--- src/common/cccvp_consts.svh ---
`ifndef CCCVP_CONSTS_SVH
`define CCCVP_CONSTS_SVH
// register offsets (byte addresses on the plain port)
`define CCCVP_OFF_CMD      8'h05
`define CCCVP_OFF_PREFIX   8'h18
`define CCCVP_OFF_CHSEL    8'h0c
`define CCCVP_OFF_GCFG     8'h4b
`define CCCVP_OFF_FWREV    8'h40
`define CCCVP_OFF_OPT1     8'h08
`define CCCVP_OFF_OPT2     8'h09
`define CCCVP_OFF_OPT3     8'h0a
`define CCCVP_OFF_SC1      8'h1a
`define CCCVP_OFF_SC2      8'h1b
`define CCCVP_OFF_SC3      8'h1c
`define CCCVP_OFF_SC4      8'h1d
`define CCCVP_OFF_STAT     8'h0e
`define CCCVP_OFF_VEC_RX   8'h41
`define CCCVP_OFF_VEC_TX   8'h42
`define CCCVP_OFF_VEC_MDM  8'h43
// command and global config field positions
`define CCCVP_BIT_RESET    7
`define CCCVP_BIT_OPT      6
`define CCCVP_BIT_SEND     5
`define CCCVP_BIT_CTL      4
`define CCCVP_BIT_GCFG_PAR 0
// vector type codes
`define CCCVP_VT_MODEM     3'h1
`define CCCVP_VT_TX        3'h2
`define CCCVP_VT_RX_GOOD   3'h3
`define CCCVP_VT_RX_EXC    3'h7
// firmware revision value (arbitrary) and full reset duration
`define CCCVP_FWREV_VAL    8'h5a
`define CCCVP_RST_NS       2000
`define CCCVP_CLK_NS       100
`define CCCVP_RST_CYC      ((`CCCVP_RST_NS + `CCCVP_CLK_NS - 1) / `CCCVP_CLK_NS)
`endif

--- src/common/cccvp_pkg.sv ---
`default_nettype none
package cccvp_pkg;
   // command processor states
   typedef enum logic [1:0] {CCCVP_IDLE, CCCVP_EXEC, CCCVP_FULL} cccvp_state_t;
   // request kinds for vector posting
   typedef enum logic [1:0] {CCCVP_RQ_MODEM, CCCVP_RQ_TX, CCCVP_RQ_RXG,
                             CCCVP_RQ_RXE} cccvp_req_t;
endpackage : cccvp_pkg
`default_nettype wire

--- src/rtl/cccvp_top.sv ---
`include "cccvp_consts.svh"
`default_nettype none
module cccvp_top (
   input  wire logic       i_clk,
   input  wire logic       i_reset,
   input  wire logic [7:0] i_addr,
   input  wire logic [7:0] i_wdata,
   input  wire logic       i_wr,
   input  wire logic       i_rd,
   output logic      [7:0] o_rdata,
   input  wire logic [3:0] i_svc_req,    // request pulse per channel
   input  wire cccvp_pkg::cccvp_req_t i_svc_kind,
   input  wire logic [3:0] i_flow_stop,  // remote flow-off pulses
   input  wire logic       i_txhold_done,// holding char just left
   output logic      [3:0] o_tx_en,
   output logic      [3:0] o_rx_en,
   output logic      [3:0] o_txf_clr,
   output logic      [3:0] o_rxf_clr,
   output logic            o_sc_valid,   // special char waiting
   output logic      [7:0] o_sc_char,
   output logic      [1:0] o_sc_chan,
   output logic      [7:0] o_opt1_work,  // working copies, sel channel
   output logic      [7:0] o_opt2_work,
   output logic      [7:0] o_opt3_work,
   output logic            o_par_mode    // channel zero parallel layout
);
   // ----------------------------------------------------------------
   // storage
   // ----------------------------------------------------------------
   logic [1:0]  chsel_q;                 // channel select pointer
   logic [7:0]  gcfg_q;                  // global config register
   logic [7:0]  cmd_q [4];               // channel command per channel
   logic [7:0]  pfx_q [4];               // local vector prefix
   logic [7:0]  opt_q [4][3];            // option registers as written
   logic [7:0]  optw_q [4][3];           // working copies
   logic [7:0]  sc_q [4][4];             // special characters
   logic [7:0]  vec_q [3];               // rx, tx, modem vectors
   logic [7:0]  fwrev_q;                 // firmware revision
   logic [7:0]  rst_cnt_q;               // full reset countdown
   cccvp_pkg::cccvp_state_t st_q;
   logic [1:0]  exe_ch_q;                // channel being executed
   logic        soft_rst;                // full-chip reset pulse
   logic [3:0]  flow_q;
   logic [7:0]  cmd;                     // command under execution
   logic        one_type;
   logic        do_chrst, do_flush, do_opt, do_send, do_ctl;
   logic [2:0]  sc_sel;

   // ----------------------------------------------------------------
   // command decode
   // ----------------------------------------------------------------
   assign cmd = cmd_q[exe_ch_q];
   assign one_type = (cmd[7:4] == 4'h8) || (cmd[7:4] == 4'h4) ||
                     (cmd[7:4] == 4'h2) || (cmd[7:4] == 4'h1);
   assign do_chrst = one_type && (cmd == 8'h80);
   assign soft_rst = (st_q == cccvp_pkg::CCCVP_EXEC) && one_type &&
                     (cmd == 8'h81);
   assign do_flush = one_type && (cmd == 8'h82);
   // option change needs a flag and bit 0 clear
   assign do_opt   = one_type && cmd[`CCCVP_BIT_OPT] && !cmd[0] &&
                     (cmd[3:1] != 3'h0);
   // special send codes one to four
   assign sc_sel   = cmd[2:0];
   assign do_send  = one_type && cmd[`CCCVP_BIT_SEND] &&
                     (cmd[4:3] == 2'h0) && (sc_sel >= 3'h1) &&
                     (sc_sel <= 3'h4);
   assign do_ctl   = one_type && cmd[`CCCVP_BIT_CTL];

   // ----------------------------------------------------------------
   // command sequencer
   // ----------------------------------------------------------------
   always_ff @(posedge i_clk or posedge i_reset) begin
      if (i_reset) begin
         st_q     <= cccvp_pkg::CCCVP_IDLE;
         exe_ch_q <= 2'h0;
      end else begin
         unique case (st_q)
            cccvp_pkg::CCCVP_IDLE: begin
               // pick the lowest channel with a pending command
               if (cmd_q[0] != 8'h00) begin
                  exe_ch_q <= 2'h0;
                  st_q     <= cccvp_pkg::CCCVP_EXEC;
               end else if (cmd_q[1] != 8'h00) begin
                  exe_ch_q <= 2'h1;
                  st_q     <= cccvp_pkg::CCCVP_EXEC;
               end else if (cmd_q[2] != 8'h00) begin
                  exe_ch_q <= 2'h2;
                  st_q     <= cccvp_pkg::CCCVP_EXEC;
               end else if (cmd_q[3] != 8'h00) begin
                  exe_ch_q <= 2'h3;
                  st_q     <= cccvp_pkg::CCCVP_EXEC;
               end
            end
            cccvp_pkg::CCCVP_EXEC: begin
               st_q <= soft_rst ? cccvp_pkg::CCCVP_FULL
                                : cccvp_pkg::CCCVP_IDLE;
            end
            cccvp_pkg::CCCVP_FULL: begin
               if (rst_cnt_q == 8'h00) st_q <= cccvp_pkg::CCCVP_IDLE;
            end
            // unused state code falls back to idle
            default: st_q <= cccvp_pkg::CCCVP_IDLE;
         endcase
      end
   end

   // ----------------------------------------------------------------
   // full reset timer and firmware revision
   // ----------------------------------------------------------------
   always_ff @(posedge i_clk or posedge i_reset) begin
      if (i_reset) begin
         rst_cnt_q <= 8'h00;
         fwrev_q   <= `CCCVP_FWREV_VAL;
      end else if (soft_rst) begin
         rst_cnt_q <= 8'(`CCCVP_RST_CYC - 1);
         fwrev_q   <= 8'h00;
      end else if (st_q == cccvp_pkg::CCCVP_FULL) begin
         rst_cnt_q <= rst_cnt_q - 8'h01;
         if (rst_cnt_q == 8'h00) fwrev_q <= `CCCVP_FWREV_VAL;
      end
   end

   // ----------------------------------------------------------------
   // host writes and per-channel state
   // ----------------------------------------------------------------
   always_ff @(posedge i_clk or posedge i_reset) begin
      if (i_reset) begin
         chsel_q <= 2'h0;
         gcfg_q  <= 8'h00;
         for (int c = 0; c < 4; c++) begin
            cmd_q[c] <= 8'h00;
            pfx_q[c] <= 8'h00;
            for (int k = 0; k < 3; k++) begin
               opt_q[c][k]  <= 8'h00;
               optw_q[c][k] <= 8'h00;
            end
            for (int k = 0; k < 4; k++) sc_q[c][k] <= 8'h00;
         end
      end else if (soft_rst) begin
         // chip reset returns every register of this block to power-on
         chsel_q <= 2'h0;
         gcfg_q  <= 8'h00;
         for (int c = 0; c < 4; c++) begin
            cmd_q[c] <= 8'h00;
            pfx_q[c] <= 8'h00;
            for (int k = 0; k < 3; k++) begin
               opt_q[c][k]  <= 8'h00;
               optw_q[c][k] <= 8'h00;
            end
            for (int k = 0; k < 4; k++) sc_q[c][k] <= 8'h00;
         end
      end else begin
         if (st_q == cccvp_pkg::CCCVP_EXEC) begin
            for (int k = 0; k < 3; k++)
               if (do_opt && cmd[k+1])
                  optw_q[exe_ch_q][k] <= opt_q[exe_ch_q][k];
            // clear after execution, valid or not
            cmd_q[exe_ch_q] <= 8'h00;
         end
         if (i_wr) begin
            // per-channel writes go to selected channel
            unique case (i_addr)
               `CCCVP_OFF_CHSEL:  chsel_q <= i_wdata[1:0];
               `CCCVP_OFF_GCFG:   gcfg_q  <= i_wdata;
               `CCCVP_OFF_CMD:    cmd_q[chsel_q] <= i_wdata;
               `CCCVP_OFF_PREFIX: pfx_q[chsel_q] <= {i_wdata[7:3], 3'h0};
               `CCCVP_OFF_OPT1:   opt_q[chsel_q][0] <= i_wdata;
               `CCCVP_OFF_OPT2:   opt_q[chsel_q][1] <= i_wdata;
               `CCCVP_OFF_OPT3:   opt_q[chsel_q][2] <= i_wdata;
               `CCCVP_OFF_SC1:    sc_q[chsel_q][0] <= i_wdata;
               `CCCVP_OFF_SC2:    sc_q[chsel_q][1] <= i_wdata;
               `CCCVP_OFF_SC3:    sc_q[chsel_q][2] <= i_wdata;
               `CCCVP_OFF_SC4:    sc_q[chsel_q][3] <= i_wdata;
               default: ;
            endcase
         end
      end
   end

   // ----------------------------------------------------------------
   // vector registers, posted on a service request
   // ----------------------------------------------------------------
   always_ff @(posedge i_clk or posedge i_reset) begin
      if (i_reset) begin
         for (int v = 0; v < 3; v++) vec_q[v] <= 8'h00;
      end else begin
         for (int c = 0; c < 4; c++) begin
            if (i_svc_req[c]) begin
               unique case (i_svc_kind)
                  cccvp_pkg::CCCVP_RQ_MODEM:
                     vec_q[2] <= {pfx_q[c][7:3], `CCCVP_VT_MODEM};
                  cccvp_pkg::CCCVP_RQ_TX:
                     vec_q[1] <= {pfx_q[c][7:3], `CCCVP_VT_TX};
                  cccvp_pkg::CCCVP_RQ_RXG:
                     vec_q[0] <= {pfx_q[c][7:3], `CCCVP_VT_RX_GOOD};
                  cccvp_pkg::CCCVP_RQ_RXE:
                     vec_q[0] <= {pfx_q[c][7:3], `CCCVP_VT_RX_EXC};
               endcase
            end
         end
      end
   end

   // ----------------------------------------------------------------
   // special character: jumps the queue after the holding char
   // ----------------------------------------------------------------
   always_ff @(posedge i_clk or posedge i_reset) begin
      if (i_reset) begin
         o_sc_valid <= 1'b0;
         o_sc_char  <= 8'h00;
         o_sc_chan  <= 2'h0;
      end else if (soft_rst) begin
         o_sc_valid <= 1'b0;
      end else if ((st_q == cccvp_pkg::CCCVP_EXEC) && do_send) begin
         // transmitter sends this before fifo data
         o_sc_valid <= 1'b1;
         o_sc_char  <= sc_q[exe_ch_q][2'(sc_sel - 3'h1)];
         o_sc_chan  <= exe_ch_q;
      end else if (i_txhold_done) begin
         o_sc_valid <= 1'b0;
      end
   end

   // ----------------------------------------------------------------
   // per-channel control instances
   // ----------------------------------------------------------------
   for (genvar g = 0; g < 4; g++) begin : g_ch
      logic hit;
      assign hit = (st_q == cccvp_pkg::CCCVP_EXEC) && (exe_ch_q == 2'(g));
      cccvp_chan u_chan (
         .i_clk       (i_clk),
         .i_reset     (i_reset),
         .i_soft_rst  (soft_rst),
         .i_chan_rst  (hit && do_chrst),
         .i_flush_tx  (hit && do_flush),
         .i_ctl       (cmd[3:0]),
         .i_ctl_go    (hit && do_ctl),
         .i_flow_stop (i_flow_stop[g]),
         .o_tx_en     (o_tx_en[g]),
         .o_rx_en     (o_rx_en[g]),
         .o_flow_stop (flow_q[g]),
         .o_txf_clr   (o_txf_clr[g]),
         .o_rxf_clr   (o_rxf_clr[g])
      );
   end

   assign o_par_mode  = gcfg_q[`CCCVP_BIT_GCFG_PAR] && (chsel_q == 2'h0);
   assign o_opt1_work = optw_q[chsel_q][0];
   assign o_opt2_work = optw_q[chsel_q][1];
   assign o_opt3_work = optw_q[chsel_q][2];

   // ----------------------------------------------------------------
   // read port, data one cycle after strobe
   // ----------------------------------------------------------------
   always_ff @(posedge i_clk or posedge i_reset) begin
      if (i_reset) begin
         o_rdata <= 8'h00;
      end else if (i_rd) begin
         unique case (i_addr)
            `CCCVP_OFF_CHSEL:   o_rdata <= {6'h00, chsel_q};
            `CCCVP_OFF_GCFG:    o_rdata <= gcfg_q;
            `CCCVP_OFF_CMD:     o_rdata <= cmd_q[chsel_q];
            `CCCVP_OFF_PREFIX:  o_rdata <= pfx_q[chsel_q];
            `CCCVP_OFF_OPT1:    o_rdata <= opt_q[chsel_q][0];
            `CCCVP_OFF_OPT2:    o_rdata <= opt_q[chsel_q][1];
            `CCCVP_OFF_OPT3:    o_rdata <= opt_q[chsel_q][2];
            `CCCVP_OFF_SC1:     o_rdata <= sc_q[chsel_q][0];
            `CCCVP_OFF_SC2:     o_rdata <= sc_q[chsel_q][1];
            `CCCVP_OFF_SC3:     o_rdata <= sc_q[chsel_q][2];
            `CCCVP_OFF_SC4:     o_rdata <= sc_q[chsel_q][3];
            `CCCVP_OFF_FWREV:   o_rdata <= fwrev_q;
            `CCCVP_OFF_STAT:    o_rdata <= {5'h00, flow_q[chsel_q],
                                   o_tx_en[chsel_q], o_rx_en[chsel_q]};
            `CCCVP_OFF_VEC_RX:  o_rdata <= vec_q[0];
            `CCCVP_OFF_VEC_TX:  o_rdata <= vec_q[1];
            `CCCVP_OFF_VEC_MDM: o_rdata <= vec_q[2];
            default:            o_rdata <= 8'h00;
         endcase
      end else begin
         o_rdata <= 8'h00;
      end
   end

   // ----------------------------------------------------------------
   // checks
   // ----------------------------------------------------------------
   AST_CMD_CLEARS: assert property (@(posedge i_clk) disable iff (i_reset)
      (st_q == cccvp_pkg::CCCVP_EXEC && !soft_rst)
      |=> (cmd_q[$past(exe_ch_q)] == 8'h00))
      else $error("command not cleared");
   AST_FW_ZERO: assert property (@(posedge i_clk) disable iff (i_reset)
      soft_rst |=> (fwrev_q == 8'h00))
      else $error("revision not cleared");
   AST_FW_BACK: assert property (@(posedge i_clk) disable iff (i_reset)
      soft_rst |-> ##[1:40] (fwrev_q != 8'h00))
      else $error("revision not restored");
   AST_CHRST: assert property (@(posedge i_clk) disable iff (i_reset)
      (st_q == cccvp_pkg::CCCVP_EXEC && do_chrst)
      |=> (!o_tx_en[$past(exe_ch_q)] && !o_rx_en[$past(exe_ch_q)]
      && o_rxf_clr[$past(exe_ch_q)]))
      else $error("channel reset incomplete");
   AST_FLUSH: assert property (@(posedge i_clk) disable iff (i_reset)
      (st_q == cccvp_pkg::CCCVP_EXEC && do_flush)
      |=> (o_txf_clr[$past(exe_ch_q)] && !o_rxf_clr[$past(exe_ch_q)]
      && $stable(o_rx_en) && $stable(o_tx_en)))
      else $error("flush touched receive side");
   AST_PFX: assert property (@(posedge i_clk) disable iff (i_reset)
      (i_svc_req[0] && i_svc_kind == cccvp_pkg::CCCVP_RQ_TX &&
      i_svc_req[3:1] == 3'h0) |=> (vec_q[1] == {pfx_q[0][7:3], 3'h2}))
      else $error("transmit vector wrong");
   AST_FLOW: assert property (@(posedge i_clk) disable iff (i_reset)
      (g_ch[1].hit && do_ctl && cmd[3:0] != 4'h0 && !i_flow_stop[1])
      |=> !flow_q[1])
      else $error("flow stop not cleared");
   AST_PAR: assert property (@(posedge i_clk) disable iff (i_reset)
      o_par_mode |-> (chsel_q == 2'h0))
      else $error("parallel layout on wrong channel");
endmodule : cccvp_top
`default_nettype wire

--- src/rtl/cccvp_chan.sv ---
`include "cccvp_consts.svh"
`default_nettype none
// ----------------------------------------------------------------
// per-channel control state
// ----------------------------------------------------------------
module cccvp_chan (
   input  wire logic       i_clk,
   input  wire logic       i_reset,
   input  wire logic       i_soft_rst,   // full-chip reset pulse
   input  wire logic       i_chan_rst,   // channel-only reset pulse
   input  wire logic       i_flush_tx,   // flush transmit fifo pulse
   input  wire logic [3:0] i_ctl,        // tx on, tx off, rx on, rx off
   input  wire logic       i_ctl_go,     // channel control pulse
   input  wire logic       i_flow_stop,  // remote flow-off event
   output logic            o_tx_en,
   output logic            o_rx_en,
   output logic            o_flow_stop,
   output logic            o_txf_clr,
   output logic            o_rxf_clr
);
   // ----------------------------------------------------------------
   // enables
   // ----------------------------------------------------------------
   always_ff @(posedge i_clk or posedge i_reset) begin
      if (i_reset) begin
         o_tx_en <= 1'b0;
         o_rx_en <= 1'b0;
      end else if (i_soft_rst || i_chan_rst) begin
         // reset disables both directions
         o_tx_en <= 1'b0;
         o_rx_en <= 1'b0;
      end else if (i_ctl_go) begin
         // disable beats enable if both set
         if (i_ctl[2]) o_tx_en <= 1'b0;
         else if (i_ctl[3]) o_tx_en <= 1'b1;
         if (i_ctl[0]) o_rx_en <= 1'b0;
         else if (i_ctl[1]) o_rx_en <= 1'b1;
      end
   end

   // ----------------------------------------------------------------
   // remote flow-off flag; host control overrides it
   // ----------------------------------------------------------------
   always_ff @(posedge i_clk or posedge i_reset) begin
      if (i_reset) begin
         o_flow_stop <= 1'b0;
      end else if (i_soft_rst || i_chan_rst) begin
         o_flow_stop <= 1'b0;
      end else if (i_flow_stop) begin
         // a fresh flow-off beats a host override in the same cycle
         o_flow_stop <= 1'b1;
      end else if (i_ctl_go && (i_ctl != 4'h0)) begin
         o_flow_stop <= 1'b0;
      end
   end

   // ----------------------------------------------------------------
   // fifo clear pulses to the datapath
   // ----------------------------------------------------------------
   always_ff @(posedge i_clk or posedge i_reset) begin
      if (i_reset) begin
         o_txf_clr <= 1'b0;
         o_rxf_clr <= 1'b0;
      end else begin
         o_txf_clr <= i_soft_rst | i_chan_rst | i_flush_tx;
         o_rxf_clr <= i_soft_rst | i_chan_rst;
      end
   end
endmodule : cccvp_chan
`default_nettype wire

--- config.mk ---
export PLATFORM = sky130hd
export DESIGN_NAME = cccvp_top
export DESIGN_NICKNAME = d
export VERILOG_FILES = /design/src/common/cccvp_pkg.sv /design/src/rtl/cccvp_top.sv /design/src/rtl/cccvp_chan.sv
export VERILOG_INCLUDE_DIRS = /design/src /design/src/common
export SDC_FILE = /design/constraint.sdc
export NUM_CORES = 1
export LEC_CHECK = 0
export BUFFER_PORTS_ARGS = -buffer_cell sky130_fd_sc_hd__buf_2
export CAP_MARGIN = 15
export CORE_MARGIN = 2
export CORE_UTILIZATION = 63
export DETAILED_ROUTE_END_ITERATION = 8
export PLACE_DENSITY = 0.84
export SLEW_MARGIN = 40
export SYNTH_ARGS = -nofsm -noshare
export SYNTH_HDL_FRONTEND = slang
export SYNTH_SLANG_ARGS = --single-unit
--- constraint.sdc ---
create_clock -name i_clk -period 15 [get_ports i_clk]
set_input_delay 0.75 -clock i_clk [delete_from_list [all_inputs] [get_ports i_clk]]
set_output_delay 0.75 -clock i_clk [all_outputs]
set_load 0.1 [all_outputs]
==> flow_metrics.env, run 1 <==
export IMPL_finalSetupViolations=0
export IMPL_clk_latency_ps=610
export IMPL_routabilityCongestion=0.9547
export IMPL_dp_hpwl_mm=49.02
export IMPL_drc=1
export IMPL_grt_max_degree=132
export IMPL_p_comb_share_pct=13.4
export IMPL_cap_violations=0
export IMPL_switchingPower_uw=830.2
export IMPL_numPortBuffers=90
export IMPL_hold_class="input port to async pin"
export IMPL_syn_area_per_cell_sq_um=10.34
export IMPL_wl_per_cell_microns=26.40
export IMPL_area_growth_pct=9.317
export IMPL_multiInputGateArea_sq_um=12240
export IMPL_power_density_nw_per_um2=109.7
export IMPL_share_seq_of_total_power_pct=44.0
export IMPL_num_rows=72
export IMPL_finClkSkew_ps=26.85
export IMPL_seq_area_frac_synth_pct=46.46
export IMPL_fp_dieH_microns=201.9
export IMPL_final_util_pct=69.78
export IMPL_overflow=0
export IMPL_p_leak_nw=11.79
export IMPL_syn_nets=2422
export IMPL_final_nets=2382
export IMPL_antenna_found_initial=0
export IMPL_post_route_period_util_pct=33.00
export IMPL_synthCells=2386
export IMPL_p_int_mw=2.128
export IMPL_final_area_sq_um=26970
export IMPL_ys_ff_latch=458
export IMPL_synthTopCellsByArea="dfrtp_1 46%, mux4_2 13%, mux2i_1 6.2%"
export IMPL_holdBufCountCts=0
export IMPL_fillCellCount=2639
export IMPL_final_hold_violation_count=0
export IMPL_layout_setup_ws_ps=10050
export IMPL_worstSetupStartpointType="register"
export IMPL_drt_initial_drc_count=3196
export IMPL_fp_dieArea_sq_um=40760
export IMPL_synth_cell_type_count=73
export IMPL_busiest_layer="met2"
export IMPL_grt_use_total_pct=38.05
export IMPL_via_count=20680
export IMPL_drive_gt1_share_pct=17.86
export IMPL_instances_no_fill=2903
export IMPL_crit_arrival_ps=5390
export IMPL_core_area_sq_um=38650
export IMPL_swShare_pct=28.06
export IMPL_synthTopCellsByCount="457 x dfrtp_1, 342 x nand2_1, 262 x a21oi_1"
export IMPL_status="finished, violations left"
export IMPL_synth_top_area_share_pct=46.36
export IMPL_dp_cells=2813
export IMPL_regArea_sq_um=11470
export IMPL_met3_usage_pct=10.75
export IMPL_start_util_pct=63.83
export IMPL_worstPathMaxFanout=99
export IMPL_grt_pass1_vias=20570
export IMPL_dpl_cell_area_sq_um=25260
export IMPL_htree_levels=2
export IMPL_diodes=0
export IMPL_timing_fmax_mhz=202.0
export IMPL_rsz0062_at_grt="false"
export IMPL_dp_slack_ps=10010
export IMPL_grt_pass1_wl_mm=119.5
export IMPL_slew_headroom_pct=37.96
export IMPL_yosys_cell_count_top_type="dfrtp_1"
export IMPL_crit_required_ps=15440
export IMPL_crit_type="register to register"
export IMPL_cts_buffer_depth=3
export IMPL_post_cts_setup_buffers=0
export IMPL_numCtsBuffers=49
export IMPL_synth_edf_count=0
export IMPL_ir_drop_v=0.00009028
export IMPL_yosys_area_top_type="dfrtp_1"
export IMPL_avgViaCountPerCell=7.125
export IMPL_hold_slack_ps=211.4
export IMPL_power_mw=2.959
export IMPL_path_clk_slew_ps=60
export IMPL_cts_tree="yes"
export IMPL_drt_antenna_violating_nets=0
export IMPL_grtUsageMet2_pct=57.88
export IMPL_use_met1_pct=48.93
export IMPL_p_clk_share_pct=42.6
export IMPL_ios=91
export IMPL_ctsResizeCount=0
export IMPL_root_buffer="clkbuf_16"
export IMPL_syn_area_sq_um=24670
export IMPL_wl_mm=76.65
export IMPL_period_needed_ps=4950
export IMPL_async_flop_share_pct=100.0
export IMPL_cp_end_kind="register"
export IMPL_die_w_microns=201.9
export IMPL_yosys_warnings=0
export IMPL_worst_pin_slew_ps=917.7
export IMPL_violations="design-rule violations"
export IMPL_synthFlopType="dfrtp_1"
export IMPL_firstDrtPassIters=9
export IMPL_maxSlewViolCount=0
export IMPL_clkSinkCount=458
export IMPL_setup_tns_ps=0
-- worst max-delay path, stage by stage (launching register included) --
cell     delay [ps]
dfrtp_4         850
buf_6           590
mux2_4          270
o21ai_2          70
inv_2           350
ha_1            260
nand2_1         130
and4b_4         540
buf_12          230
buf_6           580
buf_6           640
nor2_1          130
-- power groups by stage --
stage	Combinational [mW]	Clock, mW	Sequential, mW
after global routing	0.414	1.31	1.30
after detailed placement	0.382	0	1.32
after CTS	0.384	1.26	1.30
after floorplan	0.297	0	1.29
final	0.397	1.26	1.30
after global placement	0.371	0	1.32
-- per-layer routing --
metal	wire length [microns]	vias up	part of all wire, %
li1	-	8564	-
met3	10020	395	13
met2	34700	1572	45
met5	0	-	0
met4	5250	0	6.8
met1	26680	10150	35
-- state kept, by name, indices dropped and copies added, names as in the netlist, 20 cells and up --
signal / count
pfx_q: 20
vec_q: 24
optw_q: 96
sc_q: 128
cmd_q: 32
opt_q: 96
-- cells by family (layout without fill, tap and decap cells) --
family                     after synthesis  after routing  share of synthesized area (%)
muxes                                  315            315                          20.19
buffers and inverters                  237            236                          4.276
xor gates and xnor gates                 4              4                         0.1420
adders and majority gates                5              5                         0.2536
AOI/OAI and AO/OA                      472            472                          11.66
and+or+nand+nor                        895            895                          17.02
DFF                                    458            458                          46.46
-- worst paths after layout --
path | startpoint | endpoint | cells past startpoint | slack (ps)
max | exe_ch_q[0]$_DFFE_PP0P_ | sc_q[86]$_DFFE_PP0P_ | 11 | 10050
min | i_reset | vec_q[5]$_DFF_PP0_ | 2 | 210
max reg2reg | exe_ch_q[0]$_DFFE_PP0P_ | sc_q[86]$_DFFE_PP0P_ | 11 | 10050
min reg2reg | vec_q[9]$_DFF_PP0_ | vec_q[9]$_DFF_PP0_ | 1 | 470
max in group asynchronous | i_reset | exe_ch_q[0]$_DFFE_PP0P_ | 4 | 13070
min in group i_clk | i_flow_stop[1] | g_ch[1].u_chan.o_flow_stop$_DFFE_PP0P_ | 3 | 380
-- layout make-up --
type	count	area share [%]
multi-input cells	1691	45.40
flip-flops and latches	458	42.55
clock buffers	70	5.359
repair buffers	124	3.076
well taps	518	2.403
clock inverters	20	0.8537
inverters	22	0.3526
-- cells in the final DEF, fill, tap and decap left out, drive strengths merged, types with 31 or more instances in the layout --
| master | instances |
|---|---|
| nor2 | 249 |
| mux2i | 153 |
| buf | 124 |
| clkbuf | 70 |
| a21oi | 262 |
| nand2 | 342 |
| mux4 | 144 |
| nand3 | 138 |
| o21ai | 31 |
| dfrtp | 457 |
| a211oi | 40 |
Note: power is estimated with default switching activity, not from simulation.
==> run 2: changes to the inputs <==
clock period = 4.78 ns   (was 15 ns; I/O delays follow)
==> run 2 against run 1 <==
Compared with the run above: the run now ends clean; sequential power rose to 3.2 times the previous value; worst setup slack worse by 9100 ps; worst hold slack got worse by 160 ps; critical endpoint is now sc_q[48]$_DFFE_PP0P_; combinational power rose to 3.0 times the previous value; core utilization grew 0.23 points; global-route usage about the same; critical path type unchanged; largest cell class unchanged; clock power rose to 3.0 times the previous value; fmax grew 29%; register-to-register slack worse by 9100 ps.
==> flow_metrics.env, run 2 (synthesis gave the netlist of run 1 again) <==
export IMPL_fp_dieH_microns=201.9
export IMPL_slew_headroom_pct=39.98
export IMPL_p_leak_nw=11.82
export IMPL_grt_pass1_vias=20650
export IMPL_critPathSlowestCell="dfrtp_4"
export IMPL_clkSinkCount=458
export IMPL_cts_buffer_depth=3
export IMPL_crit_type="register to register"
export IMPL_start_util_pct=63.83
export IMPL_min_to="vec_q[23]$_DFF_PP0_"
export IMPL_numPortBuffers=90
export IMPL_grt_pass1_wl_mm=119.7
export IMPL_grt_use_total_pct=38.03
export IMPL_diodes=0
export IMPL_reg2reg_to="sc_q[48]$_DFFE_PP0P_"
export IMPL_timing_fmax_mhz=261.1
export IMPL_drc=0
export IMPL_wl_met2_mm=35.07
export IMPL_finClkSkew_ps=13.36
export IMPL_r2r_start="exe_ch_q[0]$_DFFE_PP0P_"
export IMPL_antenna_found_initial=2
export IMPL_r2r_cells=7
export IMPL_crit_required_ps=5230
export IMPL_critPathLaunch="exe_ch_q[0]$_DFFE_PP0P_"
export IMPL_critical_path_max_stage_delay_ps=910
export IMPL_dp_hpwl_mm=49.56
export IMPL_final_nets=2397
export IMPL_p_comb_share_pct=13.2
export IMPL_final_common_cell="dfrtp_1"
export IMPL_post_route_period_util_pct=80.14
export IMPL_share_seq_of_total_power_pct=45.0
export IMPL_met1Wirelength_mm=26.99
export IMPL_holdPathStages=2
export IMPL_multiInputGateArea_sq_um=12220
export IMPL_crit_family="simple AND/OR/NAND/NOR gates"
export IMPL_period_needed_ps=3831
export IMPL_cts_tree="yes"
export IMPL_final_hold_violation_count=0
export IMPL_numCtsBuffers=50
export IMPL_avgViaCountPerCell=7.068
export IMPL_cap_violations=0
export IMPL_cp_end_kind="register"
export IMPL_overflow=0
export IMPL_dpl_cell_area_sq_um=25330
export IMPL_ios=91
export IMPL_core_area_sq_um=38650
export IMPL_num_rows=72
export IMPL_grt_max_degree=137
export IMPL_reg_top3="sc_q: 128 flops, opt_q: 96 flops, optw_q: 96 flops"
export IMPL_fp_dieArea_sq_um=40760
export IMPL_wl_mm=76.01
export IMPL_power_density_nw_per_um2=339.1
export IMPL_routabilityCongestion=0.9835
export IMPL_layout_setup_ws_ps=949.5
export IMPL_clk_latency_ps=590
export IMPL_die_w_microns=201.9
export IMPL_cp_num_buf_inv=2
export IMPL_final_area_sq_um=27060
export IMPL_finalSetupViolations=0
export IMPL_via_count=20610
export IMPL_ctsResizeCount=0
export IMPL_wl_per_cell_microns=26.06
export IMPL_setup_tns_ps=0
export IMPL_hold_class="input port to register"
export IMPL_htree_levels=2
export IMPL_regArea_sq_um=11470
export IMPL_p_clk_share_pct=41.8
export IMPL_area_growth_pct=9.682
export IMPL_min_delay_start="i_svc_kind[1]"
export IMPL_power_mw=9.176
export IMPL_route_met3_wl_mm=9.023
export IMPL_fillCellCount=2630
export IMPL_path_clk_slew_ps=60
export IMPL_cp_cell_sequence="mux4_2, inv_1, ha_1, nand2_1, and4b_4, buf_12, nor2_1"
export IMPL_worstSetupStartpointType="register"
export IMPL_drt_initial_drc_count=2975
export IMPL_rrSetupSlack_ps=950
export IMPL_regMostFlops="sc_q"
export IMPL_worst_pin_slew_ps=898.1
export IMPL_swShare_pct=28.01
export IMPL_worstPathMaxFanout=116
export IMPL_p_int_mw=6.606
export IMPL_status="completed"
export IMPL_hold_slack_ps=50.70
export IMPL_largest_reg_flops=128
export IMPL_switchingPower_mw=2.570
export IMPL_post_cts_setup_buffers=0
export IMPL_dp_slack_ps=1079
export IMPL_layout_common_cells="453 x dfrtp_1, 341 x nand2_1, 262 x a21oi_1"
export IMPL_top_layer="met5"
export IMPL_ir_drop_v=0.0002922
export IMPL_firstDrtPassIters=7
export IMPL_root_buffer="clkbuf_16"
export IMPL_crit_arrival_ps=4280
export IMPL_maxSlewViolCount=0
export IMPL_drt_antenna_violating_nets=0
export IMPL_rsz0062_at_grt="false"
export IMPL_drive_gt1_share_pct=17.89
## run 2: cell count changes in the layout (fill, tap and decap cells not counted), moves of 2 or more
cell,delta
buf_4,+12
clkinv_2,-3
bufinv_16,-3
buf_6,-8
buf_12,+7
clkinvlp_4,+3
buf_2,-3
dlygate4sd3_1,+7
clkinv_8,-2
clkbuf_16,+2
## run 2: per-stage QoR
step,std cells,utilization [%]
floorplan,2386,-
global placement,2815,65.26
detailed placement,2820,65.54
CTS,2916,69.93
global route,2916,70.01
finish,2916,70.01
## run 2: timing repair
action	in CTS	in global routing
setup endpoints to repair	0	0
hold endpoints to repair	28	0
hold buffers	7	0
## run 2: how the worst max path moves through the flow
stage                              to  cells after the start
5_1_grt         sc_q[102]$_DFFE_PP0P_                      7
3_5_place_dp    sc_q[111]$_DFFE_PP0P_                      7
2_1_floorplan  chsel_q[0]$_DFFE_PP0P_                      1
6_report         sc_q[48]$_DFFE_PP0P_                      7
4_1_cts           sc_q[3]$_DFFE_PP0P_                      7
3_3_place_gp     sc_q[34]$_DFFE_PP0P_                      7
## run 2: routing by layer
layer / track usage (%) / up-vias
met3: 10.09 / 329
li1: - / 8589
met1: 49.72 / 10220
met2: 58.09 / 1472
met4: 21.72 / 2
met5: 0 / -
## run 2: worst register-to-register path, cell delays in order (launching register included)
cell,delay [ps]
dfrtp_4,910
mux4_2,660
inv_1,340
ha_1,230
nand2_1,130
and4b_4,730
buf_12,450
nor2_1,230
## run 2: cell type report
type	instances	area share (%)
Inverter	22	0.3191
Clock buffer	74	5.591
Tap cell	518	2.395
Timing Repair Buffer	138	3.686
Clock inverter	15	0.4301
Multi-Input combinational cell	1691	45.17
Sequential cell	458	42.41
## run 2: power by group through the flow
stage	sequential [mW]	combinational (mW)	clock [mW]
6_report	4.13	1.21	3.84
5_1_grt	4.14	1.27	4.01
4_1_cts	4.12	1.18	3.85
3_5_place_dp	4.19	1.17	0
3_3_place_gp	4.19	1.14	0
2_1_floorplan	4.06	0.934	0
